--- src/hdl/cslrc_pkg.sv ---
// Package for the chassis status LED and reset-button controller.
// Assumes a single 200 MHz system clock.
package cslrc_pkg;
	localparam int unsigned CLK_MHZ = 200;
	// Hold threshold of the reset button, in seconds
	localparam int unsigned HOLD_S = 5;
	localparam longint unsigned HOLD_CYC = longint'(HOLD_S) * CLK_MHZ * 1000000;
	// Blink half period, in ms
	localparam int unsigned BLINK_MS = 250;
	localparam int unsigned BLINK_CYC = BLINK_MS * CLK_MHZ * 1000;
	// Button debounce time, in ms
	localparam int unsigned DEB_MS = 20;
	localparam int unsigned DEB_CYC = DEB_MS * CLK_MHZ * 1000;
	// Blinks per firmware-corrupt group, and whole group length in half periods
	localparam logic [2:0] CORRUPT_BLINKS = 3'h3;
	localparam logic [3:0] GROUP_SLOTS = 4'hA;

	typedef enum logic [1:0] {
		CSLRC_FW_NORMAL = 2'h0,
		CSLRC_FW_BUSY = 2'h1,
		CSLRC_FW_CORRUPT = 2'h2
	} cslrc_fw_t;

	typedef enum logic [2:0] {
		CSLRC_WL_OFF = 3'h0,
		CSLRC_WL_POOR = 3'h1,
		CSLRC_WL_FAIR = 3'h2,
		CSLRC_WL_GOOD = 3'h3,
		CSLRC_WL_EXCELLENT = 3'h4,
		CSLRC_WL_SEARCH = 3'h5
	} cslrc_wl_t;

	typedef enum logic [1:0] {
		CSLRC_SPD_10 = 2'h0,
		CSLRC_SPD_100 = 2'h1,
		CSLRC_SPD_1000 = 2'h2
	} cslrc_spd_t;

	typedef struct packed {
		logic link_up;
		cslrc_spd_t speed;
		logic traffic;
	} cslrc_eth_t;

	// Two-colour speed lamp
	typedef struct packed {
		logic yellow;
		logic green;
	} cslrc_spd_led_t;

	localparam logic [3:0] WL_MASK_OFF = 4'h0;
	localparam logic [3:0] WL_MASK_POOR = 4'h1;
	localparam logic [3:0] WL_MASK_FAIR = 4'h3;
	localparam logic [3:0] WL_MASK_GOOD = 4'h7;
	localparam logic [3:0] WL_MASK_EXC = 4'hF;
endpackage : cslrc_pkg

--- src/hdl/cslrc_button.sv ---
// Reset button debouncer and hold timer.
// Assumes the button level is synchronous to clk, high while pressed.
`timescale 1ns/1ps
`default_nettype none
module cslrc_button import cslrc_pkg::*; #(
	parameter int unsigned DEB_CYCLES = DEB_CYC,
	parameter longint unsigned HOLD_CYCLES = HOLD_CYC
) (
	// Clock and reset
	input wire logic clk,
	input wire logic arst_n,
	// Button
	input wire logic btn_raw,
	// Results
	output logic pressed,
	output logic long_held,
	output logic rel_short,
	output logic rel_long
);
	logic [31:0] deb_cnt_q;
	logic [39:0] hold_cnt_q;
	logic pressed_q;
	logic long_q;
	logic short_q;
	logic longr_q;
	wire logic raw_diff = btn_raw != pressed_q;
	wire logic deb_done = deb_cnt_q >= 32'(DEB_CYCLES - 1);
	wire logic hold_done = hold_cnt_q >= 40'(HOLD_CYCLES - 1);

	always_ff @(posedge clk or negedge arst_n) begin
		if (!arst_n) begin
			deb_cnt_q <= 32'h0;
			pressed_q <= 1'b0;
		end else if (!raw_diff) begin
			deb_cnt_q <= 32'h0;
		end else if (deb_done) begin
			deb_cnt_q <= 32'h0;
			pressed_q <= btn_raw;
		end else begin
			deb_cnt_q <= deb_cnt_q + 32'h1;
		end
	end

	always_ff @(posedge clk or negedge arst_n) begin
		if (!arst_n) begin
			hold_cnt_q <= 40'h0;
			long_q <= 1'b0;
		end else if (!pressed_q) begin
			hold_cnt_q <= 40'h0;
			long_q <= 1'b0;
		end else if (hold_done) begin
			long_q <= 1'b1;
		end else begin
			hold_cnt_q <= hold_cnt_q + 40'h1;
		end
	end

	// Release is the debounced falling edge of the press
	wire logic release_now = pressed_q && raw_diff && deb_done;

	always_ff @(posedge clk or negedge arst_n) begin
		if (!arst_n) begin
			short_q <= 1'b0;
			longr_q <= 1'b0;
		end else begin
			short_q <= release_now && !long_q;
			longr_q <= release_now && long_q;
		end
	end

	assign pressed = pressed_q;
	assign long_held = long_q;
	assign rel_short = short_q;
	assign rel_long = longr_q;
endmodule : cslrc_button
`default_nettype wire

--- src/hdl/cslrc_top.sv ---
// Chassis status LED and reset-button controller top.
// Assumes all status inputs are synchronous levels from firmware.
// Operation
// - Status lamp on while booting, updating, restoring
// - Corrupt firmware: status lamp blinks three, repeats
// - Activity lamp on while any task runs
// - Poor signal: first strength lamp only
// - Fair signal: lamps one and two
// - Good: three lamps; excellent: all four
// - Wireless disabled: all strength lamps off
// - Searching: strength lamps blink in succession
// - Three-speed variant: gigabit lights speed yellow
// - Hundred megabit: yellow two-speed, green three-speed
// - Speed lamp off without link or ten
// - Variant selects two or three speeds
// - Short press: reboot keeping configuration
// - Held five seconds: status lamp lights
// - Long press release: factory-default reboot
// - Factory defaults: hostname, DHCP, empty comment, admin
`timescale 1ns/1ps
`default_nettype none
module cslrc_top import cslrc_pkg::*; #(
	parameter bit THREE_SPEED = 1'b1,
	parameter int unsigned BLINK_CYCLES = BLINK_CYC,
	parameter int unsigned DEB_CYCLES = DEB_CYC,
	parameter longint unsigned HOLD_CYCLES = HOLD_CYC
) (
	// Clock and reset
	input wire logic clk,
	input wire logic arst_n,
	// Status sources
	input wire cslrc_fw_t fw_state,
	input wire logic task_running,
	input wire cslrc_wl_t wl_state,
	input wire cslrc_eth_t eth,
	input wire logic btn_raw,
	// Lamps
	output logic status_led,
	output logic active_led,
	output logic [3:0] wl_led,
	output cslrc_spd_led_t speed_led,
	output logic link_activity_led,
	// Reboot requests, one-cycle pulses
	output logic reboot_keep,
	output logic reboot_factory,
	output logic factory_restore
);
	////////////////////////////////////////////////////////////////////////
	// Blink time base
	logic [31:0] tick_cnt_q;
	logic tick_q;
	logic phase_q;
	logic [3:0] slot_q;
	logic [1:0] walk_q;

	wire logic tick_wrap = tick_cnt_q >= 32'(BLINK_CYCLES - 1);

	always_ff @(posedge clk or negedge arst_n) begin
		if (!arst_n) begin
			tick_cnt_q <= 32'h0;
			tick_q <= 1'b0;
		end else begin
			tick_cnt_q <= tick_wrap ? 32'h0 : tick_cnt_q + 32'h1;
			tick_q <= tick_wrap;
		end
	end

	// Slot counter walks one blink group; walk_q steps the search chase
	always_ff @(posedge clk or negedge arst_n) begin
		if (!arst_n) begin
			phase_q <= 1'b0;
			slot_q <= 4'h0;
			walk_q <= 2'h0;
		end else if (tick_q) begin
			phase_q <= ~phase_q;
			slot_q <= (slot_q == GROUP_SLOTS - 4'h1) ? 4'h0 : slot_q + 4'h1;
			walk_q <= walk_q + 2'h1;
		end
	end

	////////////////////////////////////////////////////////////////////////
	// Button
	logic long_held;
	logic rel_short;
	logic rel_long;

	cslrc_button #(
		.DEB_CYCLES(DEB_CYCLES),
		.HOLD_CYCLES(HOLD_CYCLES)
	) u_button (
		.clk(clk),
		.arst_n(arst_n),
		.btn_raw(btn_raw),
		.pressed(),
		.long_held(long_held),
		.rel_short(rel_short),
		.rel_long(rel_long)
	);

	////////////////////////////////////////////////////////////////////////
	// Lamp decode
	function automatic logic [3:0] wl_mask(input cslrc_wl_t s, input logic [1:0] w);
		logic [3:0] m;
		m = WL_MASK_OFF;
		unique case (s)
			CSLRC_WL_POOR: m = WL_MASK_POOR;
			CSLRC_WL_FAIR: m = WL_MASK_FAIR;
			CSLRC_WL_GOOD: m = WL_MASK_GOOD;
			CSLRC_WL_EXCELLENT: m = WL_MASK_EXC;
			CSLRC_WL_SEARCH: m = 4'h1 << w;
			default: m = WL_MASK_OFF;
		endcase
		return m;
	endfunction : wl_mask

	// Odd slots below six give three lit half periods, then a dark gap
	wire logic corrupt_on = slot_q[0] && (slot_q < {CORRUPT_BLINKS, 1'b0});
	wire logic status_d = long_held
		|| (fw_state == CSLRC_FW_BUSY)
		|| ((fw_state == CSLRC_FW_CORRUPT) && corrupt_on);
	wire logic spd_1000 = eth.link_up && (eth.speed == CSLRC_SPD_1000) && THREE_SPEED;
	wire logic spd_100 = eth.link_up && (eth.speed == CSLRC_SPD_100);
	wire cslrc_spd_led_t speed_d = '{
		yellow: spd_1000 || (spd_100 && !THREE_SPEED),
		green: spd_100 && THREE_SPEED
	};
	wire logic link_d = eth.link_up && !(eth.traffic && phase_q);

	always_ff @(posedge clk or negedge arst_n) begin
		if (!arst_n) begin
			status_led <= 1'b0;
			active_led <= 1'b0;
			wl_led <= 4'h0;
			speed_led <= '0;
			link_activity_led <= 1'b0;
		end else begin
			status_led <= status_d;
			active_led <= task_running;
			wl_led <= wl_mask(wl_state, walk_q);
			speed_led <= speed_d;
			link_activity_led <= link_d;
		end
	end

	////////////////////////////////////////////////////////////////////////
	// Reboot requests; firmware applies the factory settings on factory_restore
	always_ff @(posedge clk or negedge arst_n) begin
		if (!arst_n) begin
			reboot_keep <= 1'b0;
			reboot_factory <= 1'b0;
			factory_restore <= 1'b0;
		end else begin
			reboot_keep <= rel_short;
			reboot_factory <= rel_long;
			factory_restore <= rel_long;
		end
	end

	////////////////////////////////////////////////////////////////////////
	// Checks
	AST_ACTIVE: assert property (@(posedge clk) disable iff (!arst_n)
		task_running |=> active_led) else $error("activity lamp missed task");
	AST_POOR: assert property (@(posedge clk) disable iff (!arst_n)
		wl_state == CSLRC_WL_POOR |=> wl_led == 4'h1) else $error("poor pattern wrong");
	AST_FAIR: assert property (@(posedge clk) disable iff (!arst_n)
		wl_state == CSLRC_WL_FAIR |=> wl_led == 4'h3) else $error("fair pattern wrong");
	AST_EXC: assert property (@(posedge clk) disable iff (!arst_n)
		wl_state == CSLRC_WL_EXCELLENT |=> wl_led == 4'hF) else $error("excellent wrong");
	AST_WLOFF: assert property (@(posedge clk) disable iff (!arst_n)
		wl_state == CSLRC_WL_OFF |=> wl_led == 4'h0) else $error("disabled lamps lit");
	AST_SEARCH: assert property (@(posedge clk) disable iff (!arst_n)
		wl_state == CSLRC_WL_SEARCH |=> $countones(wl_led) == 1) else $error("chase wrong");
	AST_SPD_OFF: assert property (@(posedge clk) disable iff (!arst_n)
		!eth.link_up |=> speed_led == '0) else $error("speed lamp lit without link");
	AST_BUSY: assert property (@(posedge clk) disable iff (!arst_n)
		fw_state == CSLRC_FW_BUSY |=> status_led) else $error("status lamp dark while busy");
	AST_LONG: assert property (@(posedge clk) disable iff (!arst_n)
		long_held |=> status_led) else $error("status lamp dark on long hold");
	AST_EXCL: assert property (@(posedge clk) disable iff (!arst_n)
		!(reboot_keep && reboot_factory)) else $error("both reboot kinds");
	AST_GOOD: assert property (@(posedge clk) disable iff (!arst_n)
		wl_state == CSLRC_WL_GOOD |=> wl_led == 4'h7) else $error("good pattern wrong");
	AST_GAP: assert property (@(posedge clk) disable iff (!arst_n)
		(fw_state == CSLRC_FW_CORRUPT) && !long_held && (slot_q >= {CORRUPT_BLINKS, 1'b0})
		|=> !status_led) else $error("corrupt group gap lit");
	AST_SPD_1000: assert property (@(posedge clk) disable iff (!arst_n)
		eth.link_up && (eth.speed == CSLRC_SPD_1000) && THREE_SPEED
		|=> speed_led.yellow && !speed_led.green) else $error("gigabit lamp wrong");
	AST_SPD_100: assert property (@(posedge clk) disable iff (!arst_n)
		eth.link_up && (eth.speed == CSLRC_SPD_100)
		|=> (speed_led.green == THREE_SPEED) && (speed_led.yellow == !THREE_SPEED))
		else $error("hundred megabit lamp wrong");
	AST_LINK_OFF: assert property (@(posedge clk) disable iff (!arst_n)
		!eth.link_up |=> !link_activity_led) else $error("link lamp lit without link");
	AST_PULSE: assert property (@(posedge clk) disable iff (!arst_n)
		reboot_factory |=> !reboot_factory && !reboot_keep) else $error("reboot pulse too long");
	AST_PAIR: assert property (@(posedge clk) disable iff (!arst_n)
		reboot_factory == factory_restore) else $error("restore not paired with reboot");
endmodule : cslrc_top
`default_nettype wire

--- config.mk ---
export PLATFORM = sky130hd
export DESIGN_NAME = cslrc_top
export DESIGN_NICKNAME = d
export VERILOG_FILES = /design/src/hdl/cslrc_pkg.sv /design/src/hdl/cslrc_button.sv /design/src/hdl/cslrc_top.sv
export SDC_FILE = /design/constraint.sdc
export NUM_CORES = 1
export LEC_CHECK = 0
export BUFFER_PORTS_ARGS = -buffer_cell sky130_fd_sc_hd__buf_2
export CAP_MARGIN = 20
export CELL_PAD_IN_SITES_DETAIL_PLACEMENT = 0
export CELL_PAD_IN_SITES_GLOBAL_PLACEMENT = 2
export CORE_MARGIN = 1.5
export CORE_UTILIZATION = 41
export CTS_CLUSTER_DIAMETER = 40
export DETAILED_ROUTE_END_ITERATION = 10
export MAX_ROUTING_LAYER = met4
export PLACE_DENSITY_LB_ADDON = 0.1
export SLEW_MARGIN = 10
export SYNTH_ARGS = -nofsm -noshare
export SYNTH_HDL_FRONTEND = slang
export SYNTH_HIERARCHICAL = 1
export SYNTH_SLANG_ARGS = --single-unit
--- constraint.sdc ---
create_clock -name clk -period 5.51 [get_ports clk]
set_input_delay 1.102 -clock clk [delete_from_list [all_inputs] [get_ports clk]]
set_output_delay 1.102 -clock clk [all_outputs]
set_load 0.01 [all_outputs]
-- Word level (Yosys, flattened, before mapping)
Cells that the tools add are included.
- flip-flop bits (word level): 127
- latch bits: 0
- bits in writable memories: 0
- memory bits (read-only): 0
- input bits: 13
- output and inout bits: 12
- logic and storage cells: 67
- memories: 0
- add/sub/neg operators: 5
- $mul: 0
- div/mod/pow operators: 0
- magnitude comparators: 4
- equal/unequal tests: 13
- shifts and indexed selects: 1
- multiplexer cells: 9
- bitwise gates (word level): 1
- reductions and logical operators: 15
- operator list (kind ; number):
    $mux 32 ; 3
    $mux 40 ; 2
    $add 32x1->32 const B ; 2
    $add 40x1->40 const B ; 1
    $ge 40x30->1 const B ; 1
    $ge 32x22->1 const B ; 1
    $ge 32x26->1 const B ; 1
    $pmux 4 s5 ; 1
    $logic_and 1x1->1 ; 10
    $eq 3x2->1 const B ; 2
    $eq 3x3->1 const B ; 2
    $add 4x1->4 const B ; 1
    $eq 2x1->1 const B ; 2
    $eq 2x2->1 const B ; 2
    $eq 4x4->1 const B ; 1
    $lt 4x3->1 const B ; 1
    $mux 4 ; 1
    $ne 2x2->1 const B ; 2
    $shl 1x2->4 const A ; 1
    $eq 3x1->1 const B ; 1
    $add 2x1->2 const B ; 1
    $logic_not 1->1 ; 2
    $logic_or 1x1->1 ; 2
    $mux 1 ; 2
    other kinds (3) ; 3

-- Depth between registers and ports, before layout
Gate-level depths: netlist of run 1.
- depth after elaboration: 4
- gate-level depth with buffers: 8
- mapped depth without buffers: 6

-- Cells and area by module
The synthesis of run 1 kept the hierarchy.
- by module, submodules not included (module ; instances ; cells each ; area each (um2) ; seq. area each (um2)):
    cslrc_button ; 1 ; 366 ; 3661.0 ; 1901.8
    cslrc_top ; 1 ; 214 ; 2288.4 ; 1276.2

-- Least setup slack after synthesis of run 1
Ideal clock, no wire load.
- path type: flip-flop to flip-flop
- from: register u_button.hold_cnt_q[32]
- to: register u_button.hold_cnt_q[10]
- library setup time: 0.078 ns
- arrival: 2.146 ns
- data required time: 5.432 ns
- path slack: 3.286 ns
- stages on the path, launching flop included: 7
- path buffers: 1
- period minus slack after synthesis: 2.224 ns
- cell sequence: dfrtp_1 -> or4_4 -> nor4_4 -> o311ai_4 -> buf_6 -> or4_1 -> a21oi_1
- cells in the longest elaborated chain, start to end: 2
- ends and longest elaborated chain (element ; RTL line ; source):
    from (decl) ; cslrc_button.sv:21 ; logic [39:0] hold_cnt_q;
    from (signal assigned) ; cslrc_button.sv:54 ; hold_cnt_q <= hold_cnt_q + 40'h1;
    $ge 40x30->1 ; cslrc_button.sv:28 ; wire logic hold_done = hold_cnt_q >= 40'(HOLD_CYCLES - 1);
    $ne 2x2->1 (no source line) ; - ;
No other way between the ends.
A chain may end at the register's enable or synchronous reset.

-- Worst setup path after layout of run 1
- from: register u_button.hold_cnt_q[0]
- to: register u_button.hold_cnt_q[22]
- cells in the longest elaborated chain, start to end: 3
- elaborated cells on any way between the ends: 5
- those cells by class: add/sub (1); order compare (1); eq/ne (1); mux (2)
- ends and longest elaborated chain (element ; RTL line ; source):
    $add 40x1->40 ; cslrc_button.sv:54 ;
    $mux 40 ; cslrc_button.sv:51 ; end else if (hold_done) begin
    $mux 40 ; cslrc_button.sv:48 ; end else if (!pressed_q) begin
Several ways; a longest one is shown, not always the timed one. The select of a mux whose other input is x is not followed.

==> results of run 1 <==
worst max-delay path, delay by kind of cell (launching register included):
kind	cells	cell delay, ns
fa+ha+maj	1	0.21
flops	1	0.41
simple gates	4	1.70
compound gates	1	0.15
routing by layer:
layer,wire length (um),part of all wire (%)
met2,5630,47
met4,136,1.1
met3,339,2.8
met5,0,0
met1,5910,49
cell usage in the layout, fill, tap and decap left out, types with 4 or more instances in the layout:
cell type | netlist | routed
clkbuf_8 | 0 | 4
a21oi_1 | 42 | 41
a22oi_1 | 9 | 9
xnor2_1 | 21 | 21
nand2b_1 | 9 | 9
nand3_1 | 27 | 27
ha_1 | 8 | 8
clkinvlp_4 | 0 | 4
conb_1 | 2 | 16
or4_1 | 26 | 26
or3_1 | 9 | 9
buf_4 | 1 | 6
and2_1 | 14 | 14
xor2_1 | 16 | 16
o21ai_0 | 15 | 15
clkbuf_16 | 0 | 17
o31ai_1 | 22 | 22
mux2i_1 | 8 | 8
and3_1 | 9 | 9
buf_2 | 3 | 23
nand4_1 | 12 | 12
nor2_1 | 42 | 42
inv_1 | 22 | 22
nor3_1 | 10 | 10
dfrtp_1 | 127 | 127
nand2_1 | 45 | 45
nor4_1 | 13 | 13
final timing paths:
path,start,end,slack (ns),cells past startpoint
setup / recovery,u_button/hold_cnt_q[0],u_button/hold_cnt_q[22],2.95,6
hold / removal,u_button/rel_short,reboot_keep,0.35,0
setup reg to reg,u_button/hold_cnt_q[0],u_button/hold_cnt_q[22],2.95,6
hold reg to reg,u_button/rel_short,reboot_keep,0.35,0
max in group asynchronous,arst_n,u_button/hold_cnt_q[14],3.84,2
min in group asynchronous,arst_n,active_led,0.57,1
registers in the layout, summed over array words and instances, names as in the netlist, 2 cells and up:
name	count
speed_led	2
walk_q	2
slot_q	4
wl_led	4
u_button/deb_cnt_q	32
u_button/hold_cnt_q	40
tick_cnt_q	32
area by class of cell:
| class | count | area [sq um] | area share, % |
|---|---|---|---|
| flip-flops and latches | 127 | 3180 | 46.2 |
| multi-input cells | 418 | 2630 | 38.2 |
| clock buffers | 22 | 484 | 7.04 |
| well taps | 180 | 225 | 3.28 |
| repair buffers | 30 | 171 | 2.49 |
| clock inverters | 9 | 109 | 1.58 |
| inverters | 22 | 82.6 | 1.20 |
power breakdown:
| part | internal, mW | switching, mW | total, mW |
|---|---|---|---|
| Combinational | 0.0774 | 0.121 | 0.198 |
| Clock | 0.710 | 0.402 | 1.11 |
| Sequential | 0.989 | 0.0729 | 1.06 |
stage by stage:
step / setup slack [ns] / std cells / utilization (%) / instance area, sq um
2_1_floorplan: 3.29 / 594 / - / 6000
3_3_place_gp: 3.04 / 776 / 44.7 / 6270
3_5_place_dp: 3.02 / 776 / 44.7 / 6270
4_1_cts: 2.99 / 807 / 48.9 / 6860
5_1_grt: 2.76 / 808 / 49.0 / 6880
6_report: 2.95 / 808 / 49.0 / 6880
cells by family after synthesis:
kind of cell	share of synthesized area, %
mux	1.35
buf+inv	3.41
fa+ha+maj	1.68
xor+xnor	5.45
flops	53.4
compound gates	12.2
simple gates	22.4
other cells	0.126
==> out/results.txt, run 1 <==
antenna violations before repair: 0
GR Util All Layers: 17.9%
H-tree levels: 4
fin. max-slew vios: 0
Core Area: 0.0140 sq mm
first-pass GRT wire length: 20.6 mm
most common cell in the netlist: dfrtp_1
layer with the highest usage: met2
Mean Syn Cell Area: 10.3 sq um
Die Height: 123 um
EDFF count, synth: 0
setup_tns: 0 ns
relative slew slack: 45.2%
Worst Clk Skew: 0.00630 ns
drt total wl: 12.0 mm
Final period util: 46.5%
# nets final: 637
Setup Buffers After CTS: 0
number of max-cap violations: 0
# setup viols final: 0
drc violations: 0
GR Util met1: 23.1%
Final Hold Fails: 0
fraction of layout cells with a size suffix above 1: 11.5%
largest stage delay on the critical path: 0.60 ns
remaining antenna violation count: 0
largest area contributor in the netlist: dfrtp_1
cts repair resizes: 0
number of library cell types mapped by synthesis: 64
top post-synthesis cells by area: dfrtp_1 53%, a21oi_1 3.5%, or4_1 3.3%
Worst-Margin Slew: 0.822 ns
die area: 0.0152 sq mm
routed wire length per instance: 14.9 um
Final min period: 2.56 ns
Power Density: 345 mW/mm^2
CP Class: flip-flop to flip-flop
Congestion Overflow GR: 0
Leakage: 2.87 nW
top cell type's share of synthesized area: 53.4%
routed vias: 4357
Critical Path AT: 2.89 ns
Hold Path Class: flip-flop to flip-flop
clock-pin slew on the worst setup and hold paths: 0.06 ns
CP Data Required Time: 5.83 ns
Final Wtd Congestion: 0.797
clk sinks: 127
list of most frequent post-synthesis cells: 127 x dfrtp_1, 45 x nand2_1, 42 x a21oi_1, 42 x nor2_1, 27 x nand3_1
met3 usage: 4.84%
Crit Path Max Fanout: 9
Power, Total: 2.37 mW
Max VDD drop: 0.202 mV
via-per-instance ratio: 5.39
Slowest-stage cell, CP: nor3_1
Max clock buf depth: 2
CTS Hold Buffers Added: 0
RSZ-0062 raised after global routing: no
Rows: 43
Die Width: 123 um
Skew-Pair Late Insertion Delay: 0.41 ns
clk root buf: clkbuf_16
status: finished, final reports clean
TritonCTS clock tree: built
worst-path cell chain: ha_1 > nand2_1 > nor3_1 > nand2_1 > or4_1 > a21oi_1
Inserted Clock Buffers: 17
Synth Warn #: 6
met2 Use GR: 27.3%
CP Capture Type: flip-flop
PortBufs: 24
startpoint types: flip-flop
largest net degree at the start of global routing: 65
Worst path most repeated cell: nand2_1
Post-Synthesis Cells: 580
Fillers: 1272
Async SR Flop Fraction: 100%
WHS: 0.354 ns
Final HPWL DP: 7.45 mm
ANT cells: 0
Synth Flop Type: dfrtp_1
Post-Syn Area: 0.00595 sq mm
Top Ports: 25
vias in the first global route: 4281
area grow syn2layout: 15.6%
initial core utilization: 42.4%
sequential share of the synthesized area: 53.4%
Yosys reg bits: 127
drt first pass iters: 4
First DRT Iteration DRCs: 155
Fmax: 390 MHz
No activity file was read; power rests on OpenSTA's default activity.
==> run 2, diff against run 1 <==
--- a/config.mk
+++ b/config.mk
@@ -10,7 +10,7 @@
 export CELL_PAD_IN_SITES_DETAIL_PLACEMENT = 0
 export CELL_PAD_IN_SITES_GLOBAL_PLACEMENT = 2
 export CORE_MARGIN = 1.5
-export CORE_UTILIZATION = 41
+export CORE_UTILIZATION = 37
 export CTS_CLUSTER_DIAMETER = 40
 export DETAILED_ROUTE_END_ITERATION = 10
 export MAX_ROUTING_LAYER = met4
==> constraint.sdc (replaced) <==
create_clock -name clk -period 2.28 [get_ports clk]
set_input_delay 0.456 -clock clk [delete_from_list [all_inputs] [get_ports clk]]
set_output_delay 0.456 -clock clk [all_outputs]
set_load 0.01 [all_outputs]
==> run 2 against run 1 <==
- the flow now finishes with violations (setup timing)
- highest routed layer unchanged
- critical path type unchanged
- via count rose by 2.5%
- largest power group unchanged
- critical endpoint is now u_button/hold_cnt_q[14]
- register-to-register slack got worse by 3.0 ns
- worst hold slack got worse by 0.21 ns
- fmax rose by 9.3%
==> out/results.txt, run 2 (synthesized netlist as in run 1, its figures left out) <==
status: finished with violations
failing checks: setup timing
Inserted Clock Buffers: 17
critical path depth: 6
remaining antenna violation count: 0
# setup viols final: 15
Core Area: 0.0158 sq mm
Setup Buffers After CTS: 0
Hold Path Class: input pin to flip-flop
ANT cells: 0
Final Wtd Congestion: 0.721
Max VDD drop: 0.501 mV
area grow syn2layout: 22.2%
Top Ports: 25
clock-pin slew on the worst setup and hold paths: 0.06 ns
Max clock buf depth: 2
Finished Layout Cells: 873
routed wire length per instance: 14.3 um
Rows: 46
routed vias: 4466
Critical Path AT: 2.68 ns
CP top delay family: simple AND/OR/NAND/NOR gates
commonest non-fill, non-tap cells in the layout: 127 x dfrtp_1, 45 x nand2_1, 42 x nor2_1
Worst Clk Skew: 0.00859 ns
relative slew slack: 57.6%
Final WS setup: -0.0649 ns
WHS: 0.145 ns
hold depth: 1
Congestion Overflow GR: 0
Power Density: 806 mW/mm^2
die area: 0.0168 sq mm
GR Util All Layers: 17.3%
worst-path cell chain: or4_4 > nor4_4 > o311ai_4 > buf_12 > or4_1 > a21oi_1
initial core utilization: 37.7%
Post-Place Cells: 840
CP Class: flip-flop to flip-flop
Skew-Pair Late Insertion Delay: 0.42 ns
CP Buf/Inv Count: 1
clk root buf: clkbuf_16
vias in the first global route: 4390
antenna violations before repair: 0
Worst-Margin Slew: 0.636 ns
CP Data Required Time: 2.62 ns
clk sinks: 127
most common cell after layout, fill and taps aside: dfrtp_1
length in cells of the worst reg-to-reg path: 6
TritonCTS clock tree: built
Leakage: 3.05 nW
H-tree levels: 4
Finished Cell Area: 0.00727 sq mm
first-pass GRT wire length: 21.9 mm
Power, Total: 5.86 mW
number of max-cap violations: 0
drc violations: 0
pre-CTS setup slack: -0.0441 ns
Final period util: 103%
drt first pass iters: 4
First DRT Iteration DRCs: 174
# nets final: 666
flip-flop count of the largest register after layout: 40
fin. max-slew vios: 0
Fmax: 426 MHz
Cell Area, Placed: 0.00656 sq mm
startpoint types: flip-flop
RSZ-0062 raised after global routing: yes
top flop regs: u_button/hold_cnt_q x40, tick_cnt_q x32, u_button/deb_cnt_q x32
PortBufs: 24
Biggest register: u_button/hold_cnt_q
Final HPWL DP: 8.37 mm
Final min period: 2.34 ns
Crit Path Max Fanout: 33
Slowest-stage cell, CP: or4_4
via-per-instance ratio: 5.12
CP Capture Type: flip-flop
drt total wl: 12.5 mm
Die Height: 130 um
largest net degree at the start of global routing: 51
Die Width: 130 um
Fillers: 1545
fraction of layout cells with a size suffix above 1: 17.4%
Final Hold Fails: 0
largest stage delay on the critical path: 0.54 ns
## run 2: layer usage
layer,GRT usage (%),part of all wire [%],wire [um]
met3,4.35,2.5,311
met1,22.9,50,6280
met2,25.8,46,5710
met4,6.27,1.7,212
met5,-,0,0
## run 2: worst paths after layout
| check | start | to | slack (ns) |
|---|---|---|---|
| worst max-delay path | u_button/hold_cnt_q[31] | u_button/hold_cnt_q[14] | -0.06 |
| worst min-delay path | task_running | active_led | 0.15 |
| worst max register to register | u_button/hold_cnt_q[31] | u_button/hold_cnt_q[14] | -0.06 |
| worst min register to register | u_button/rel_long | reboot_factory | 0.35 |
| max in group asynchronous | arst_n | tick_cnt_q[3] | 1.17 |
| min in group asynchronous | arst_n | wl_led[2] | 0.52 |
## run 2: timing repair
| item | 4_1_cts | 5_1_grt |
|---|---|---|
| gates resized for setup | 4 | 15 |
| endpoints found under the hold margin | 24 | 0 |
| hold buffers | 1 | 0 |
| pin swaps | 4 | 3 |
| gates cloned | 1 | 0 |
| endpoints found under the setup margin | 16 | 28 |
## run 2: power by group
group	internal, mW	switching [mW]	total [mW]	leakage [nW]
logic	0.214	0.379	0.593	1.06
clock network	1.80	0.971	2.77	0.293
registers	2.39	0.109	2.50	1.70
## run 2: worst register-to-register path, cell delays in order, from the launching register on
cell	delay, ns
dfrtp_1	0.37
or4_4	0.54
nor4_4	0.30
o311ai_4	0.16
buf_12	0.19
or4_1	0.54
a21oi_1	0.16
## run 2: final cells by class
| type | instances | area [sq um] | area share [%] |
|---|---|---|---|
| timing repair buffer | 59 | 429 | 5.90 |
| sequential | 127 | 3180 | 43.7 |
| tap | 216 | 270 | 3.72 |
| clock inverter | 9 | 133 | 1.82 |
| clock buffer | 22 | 474 | 6.52 |
| inverter | 22 | 82.6 | 1.14 |
| multi-input combinational | 418 | 2710 | 37.2 |
## run 2: per-stage QoR
stage / TNS (ns) / util (%)
floorplan: 0 / -
global placement: 0 / 41.6
detailed placement: -0.241 / 41.6
CTS: -0.253 / 45.7
global route: -2.33 / 46.1
finish: -0.291 / 46.1
==> run 3, diff against run 2 <==
--- a/config.mk
+++ b/config.mk
@@ -5,12 +5,13 @@
 export SDC_FILE = /design/constraint.sdc
 export NUM_CORES = 1
 export LEC_CHECK = 0
+export ABC_AREA = 1
 export BUFFER_PORTS_ARGS = -buffer_cell sky130_fd_sc_hd__buf_2
 export CAP_MARGIN = 20
 export CELL_PAD_IN_SITES_DETAIL_PLACEMENT = 0
 export CELL_PAD_IN_SITES_GLOBAL_PLACEMENT = 2
 export CORE_MARGIN = 1.5
-export CORE_UTILIZATION = 37
+export CORE_UTILIZATION = 33
 export CTS_CLUSTER_DIAMETER = 40
 export DETAILED_ROUTE_END_ITERATION = 10
 export MAX_ROUTING_LAYER = met4
==> run 3 against run 2 <==
- the flow now finishes without violations
- non-clock buffer count shrank 24
- via count increased by 27%
- sequential share of layout area down 3.4 points
- routed wire length up 31%
- sequential cell count unchanged
- first-iteration DRC count increased by 110%
- count of clock-buffer cells in the layout decreased by 5
- cell count up 40%
- clock power barely moved
- global-route usage down 0.64 points
- largest cell class unchanged
- highest routed layer unchanged
==> out/results.txt, run 3 <==
area grow syn2layout: 15.9%
H-tree levels: 4
Die Width: 147 um
Max VDD drop: 0.456 mV
relative slew slack: 50.2%
clock-pin slew on the worst setup and hold paths: 0.07 ns
PortBufs: 24
Yosys reg bits: 127
Compound-Gate Fraction of Synth Area: 2.17%
Final period util: 85.4%
most common cell after layout, fill and taps aside: nand2_1
cts repair resizes: 0
Post-Synth Adder-Cell Area: 1.47%
die area: 0.0215 sq mm
Crit Path Max Fanout: 18
Worst Clk Skew: 0.0112 ns
sequential share of the synthesized area: 46.6%
routed wire length per instance: 13.4 um
list of most frequent post-synthesis cells: 239 x nand2_1, 168 x nor2_1, 127 x dfrtp_1
simple-gate share of the synthesized area: 35.7%
routed vias: 5671
setup_tns: 0 ns
Synth Warn #: 6
number of max-cap violations: 0
CP Class: flip-flop to flip-flop
vias in the first global route: 5640
status: finished, final reports clean
Final WS setup: 0.332 ns
Critical Path AT: 2.25 ns
Max clock buf depth: 2
ANT cells: 0
GR Util All Layers: 16.7%
clk sinks: 127
Inserted Clock Buffers: 17
Post-Syn Area: 0.00681 sq mm
Power, Total: 5.80 mW
Synth Flop Type: dfrtp_1
Async SR Flop Fraction: 100%
largest net degree at the start of global routing: 73
remaining antenna violation count: 0
top post-synthesis cells by area: dfrtp_1 47%, nand2_1 13%, nor2_1 9.3%
flip-flop count of the largest register after layout: 40
First DRT Iteration DRCs: 365
Post-Synthesis Cells: 897
Final min period: 1.95 ns
first-pass GRT wire length: 27.7 mm
startpoint types: flip-flop
Fmax: 513 MHz
CTS Hold Buffers Added: 0
Mean Syn Cell Area: 7.60 sq um
Skew-Pair Late Insertion Delay: 0.42 ns
# nets final: 964
EDFF count, synth: 0
Post-Place Cells: 1194
Leakage: 3.72 nW
Die Height: 147 um
most common cell in the netlist: nand2_1
Power Density: 735 mW/mm^2
Congestion Overflow GR: 0
CP Capture Type: flip-flop
Final Hold Fails: 0
Final HPWL DP: 11.7 mm
Rows: 52
TritonCTS clock tree: built
Top Ports: 25
area share of xor/xnor cells in the synthesized design: 6.17%
Final Wtd Congestion: 0.808
Slowest-stage cell, CP: dfrtp_1
fin. max-slew vios: 0
drc violations: 0
Core Area: 0.0202 sq mm
Setup Buffers After CTS: 0
top flop regs: u_button/hold_cnt_q x40, tick_cnt_q x32, u_button/deb_cnt_q x32
via-per-instance ratio: 4.63
Hold Path Class: input pin to async pin
antenna violations before repair: 0
Finished Layout Cells: 1226
Biggest register: u_button/hold_cnt_q
pre-CTS setup slack: 0.356 ns
# setup viols final: 0
drt total wl: 16.4 mm
worst-path cell chain: ha_1 > nand3_2 > nor2_4 > nand3_1 > nand3_2 > nand2_2 > buf_4 > nand3_1 > nand2_1
clk root buf: clkbuf_16
drt first pass iters: 6
largest area contributor in the netlist: dfrtp_1
combinational family with the most area after synthesis: simple AND/OR/NAND/NOR gates
mux contribution to synthesized area: 0%
initial core utilization: 33.7%
largest stage delay on the critical path: 0.45 ns
fraction of layout cells with a size suffix above 1: 9.73%
CP Data Required Time: 2.58 ns
number of library cell types mapped by synthesis: 36
RSZ-0062 raised after global routing: no
top cell type's share of synthesized area: 46.6%
commonest non-fill, non-tap cells in the layout: 239 x nand2_1, 168 x nor2_1, 126 x dfrtp_1
Worst-Margin Slew: 0.746 ns
==> run 3: cell types whose count changed after synthesis, sizes merged, moves of 28 or more <==
cell   before  now
nand2      45  243
a21oi      42    6
nand3      28   73
inv        22  103
nor2       42  184
or4        28    0
==> run 3: path summary, 6_finish.rpt <==
path	from	to	slack, ns	cells past startpoint
max in group asynchronous	arst_n	tick_cnt_q[21]	1.65	2
setup / recovery	u_button/hold_cnt_q[0]	u_button/hold_cnt_q[2]	0.33	9
min in group clk	task_running	active_led	0.14	1
hold / removal	arst_n	wl_led[2]	0.003	1
hold reg to reg	u_button/rel_short	reboot_keep	0.36	0
setup reg to reg	u_button/hold_cnt_q[0]	u_button/hold_cnt_q[2]	0.33	9
==> run 3: cell families (layout without fill, tap and decap cells) <==
family                     Yosys count  in the layout
AOI/OAI and AO/OA                   25             25
xor gates and xnor gates            48             48
adders and majority gates            8              8
buffers and inverters              126            171
DFF                                127            127
other                                2             16
and+or+nand+nor                    561            561
==> run 3: final cells by class <==
class                      count  area [sq um]
clock buffer                  17           425
clock inverter                15           171
fill                        2122         12300
inverter                     104           390
multi-input combinational    658          3160
sequential                   127          3180
tap                          270           338
timing repair buffer          35           234
==> run 3: worst max-delay path: cells and delay by family (launching register included) <==
kind	cells	cell delay (ns)
simple gates	7	0.85
flops	1	0.45
fa+ha+maj	1	0.30
buf+inv	1	0.21
==> run 3: power by group <==
group / leakage, nW / internal (mW) / total [mW] / switching (mW)
sequential: 1.70 / 2.38 / 2.47 / 0.0882
combinational: 1.73 / 0.149 / 0.548 / 0.399
clock: 0.292 / 1.65 / 2.79 / 1.14
total: 3.72 / 4.18 / 5.80 / 1.63
==> run 3: metal layers <==
metal  global-route usage (%)  part of all wire (%)  up-vias
li1                         -                     -     2884
met1                     20.8                    47     2675
met2                     27.4                    48       93
met3                     3.66                   3.6       19
met4                     4.34                   1.5        0
met5                        -                     0        -
==> run 3: per-stage QoR <==
step / cell area [sq um] / hold WS, ns / utilization, %
after floorplan: 6870 / 0.160 / -
after global placement: 7300 / 0.336 / 36.1
after detailed placement: 7300 / 0.348 / 36.1
after CTS: 7900 / 0.0187 / 39.0
after global routing: 7900 / 0.0289 / 39.0
final: 7900 / 0.00274 / 39.0
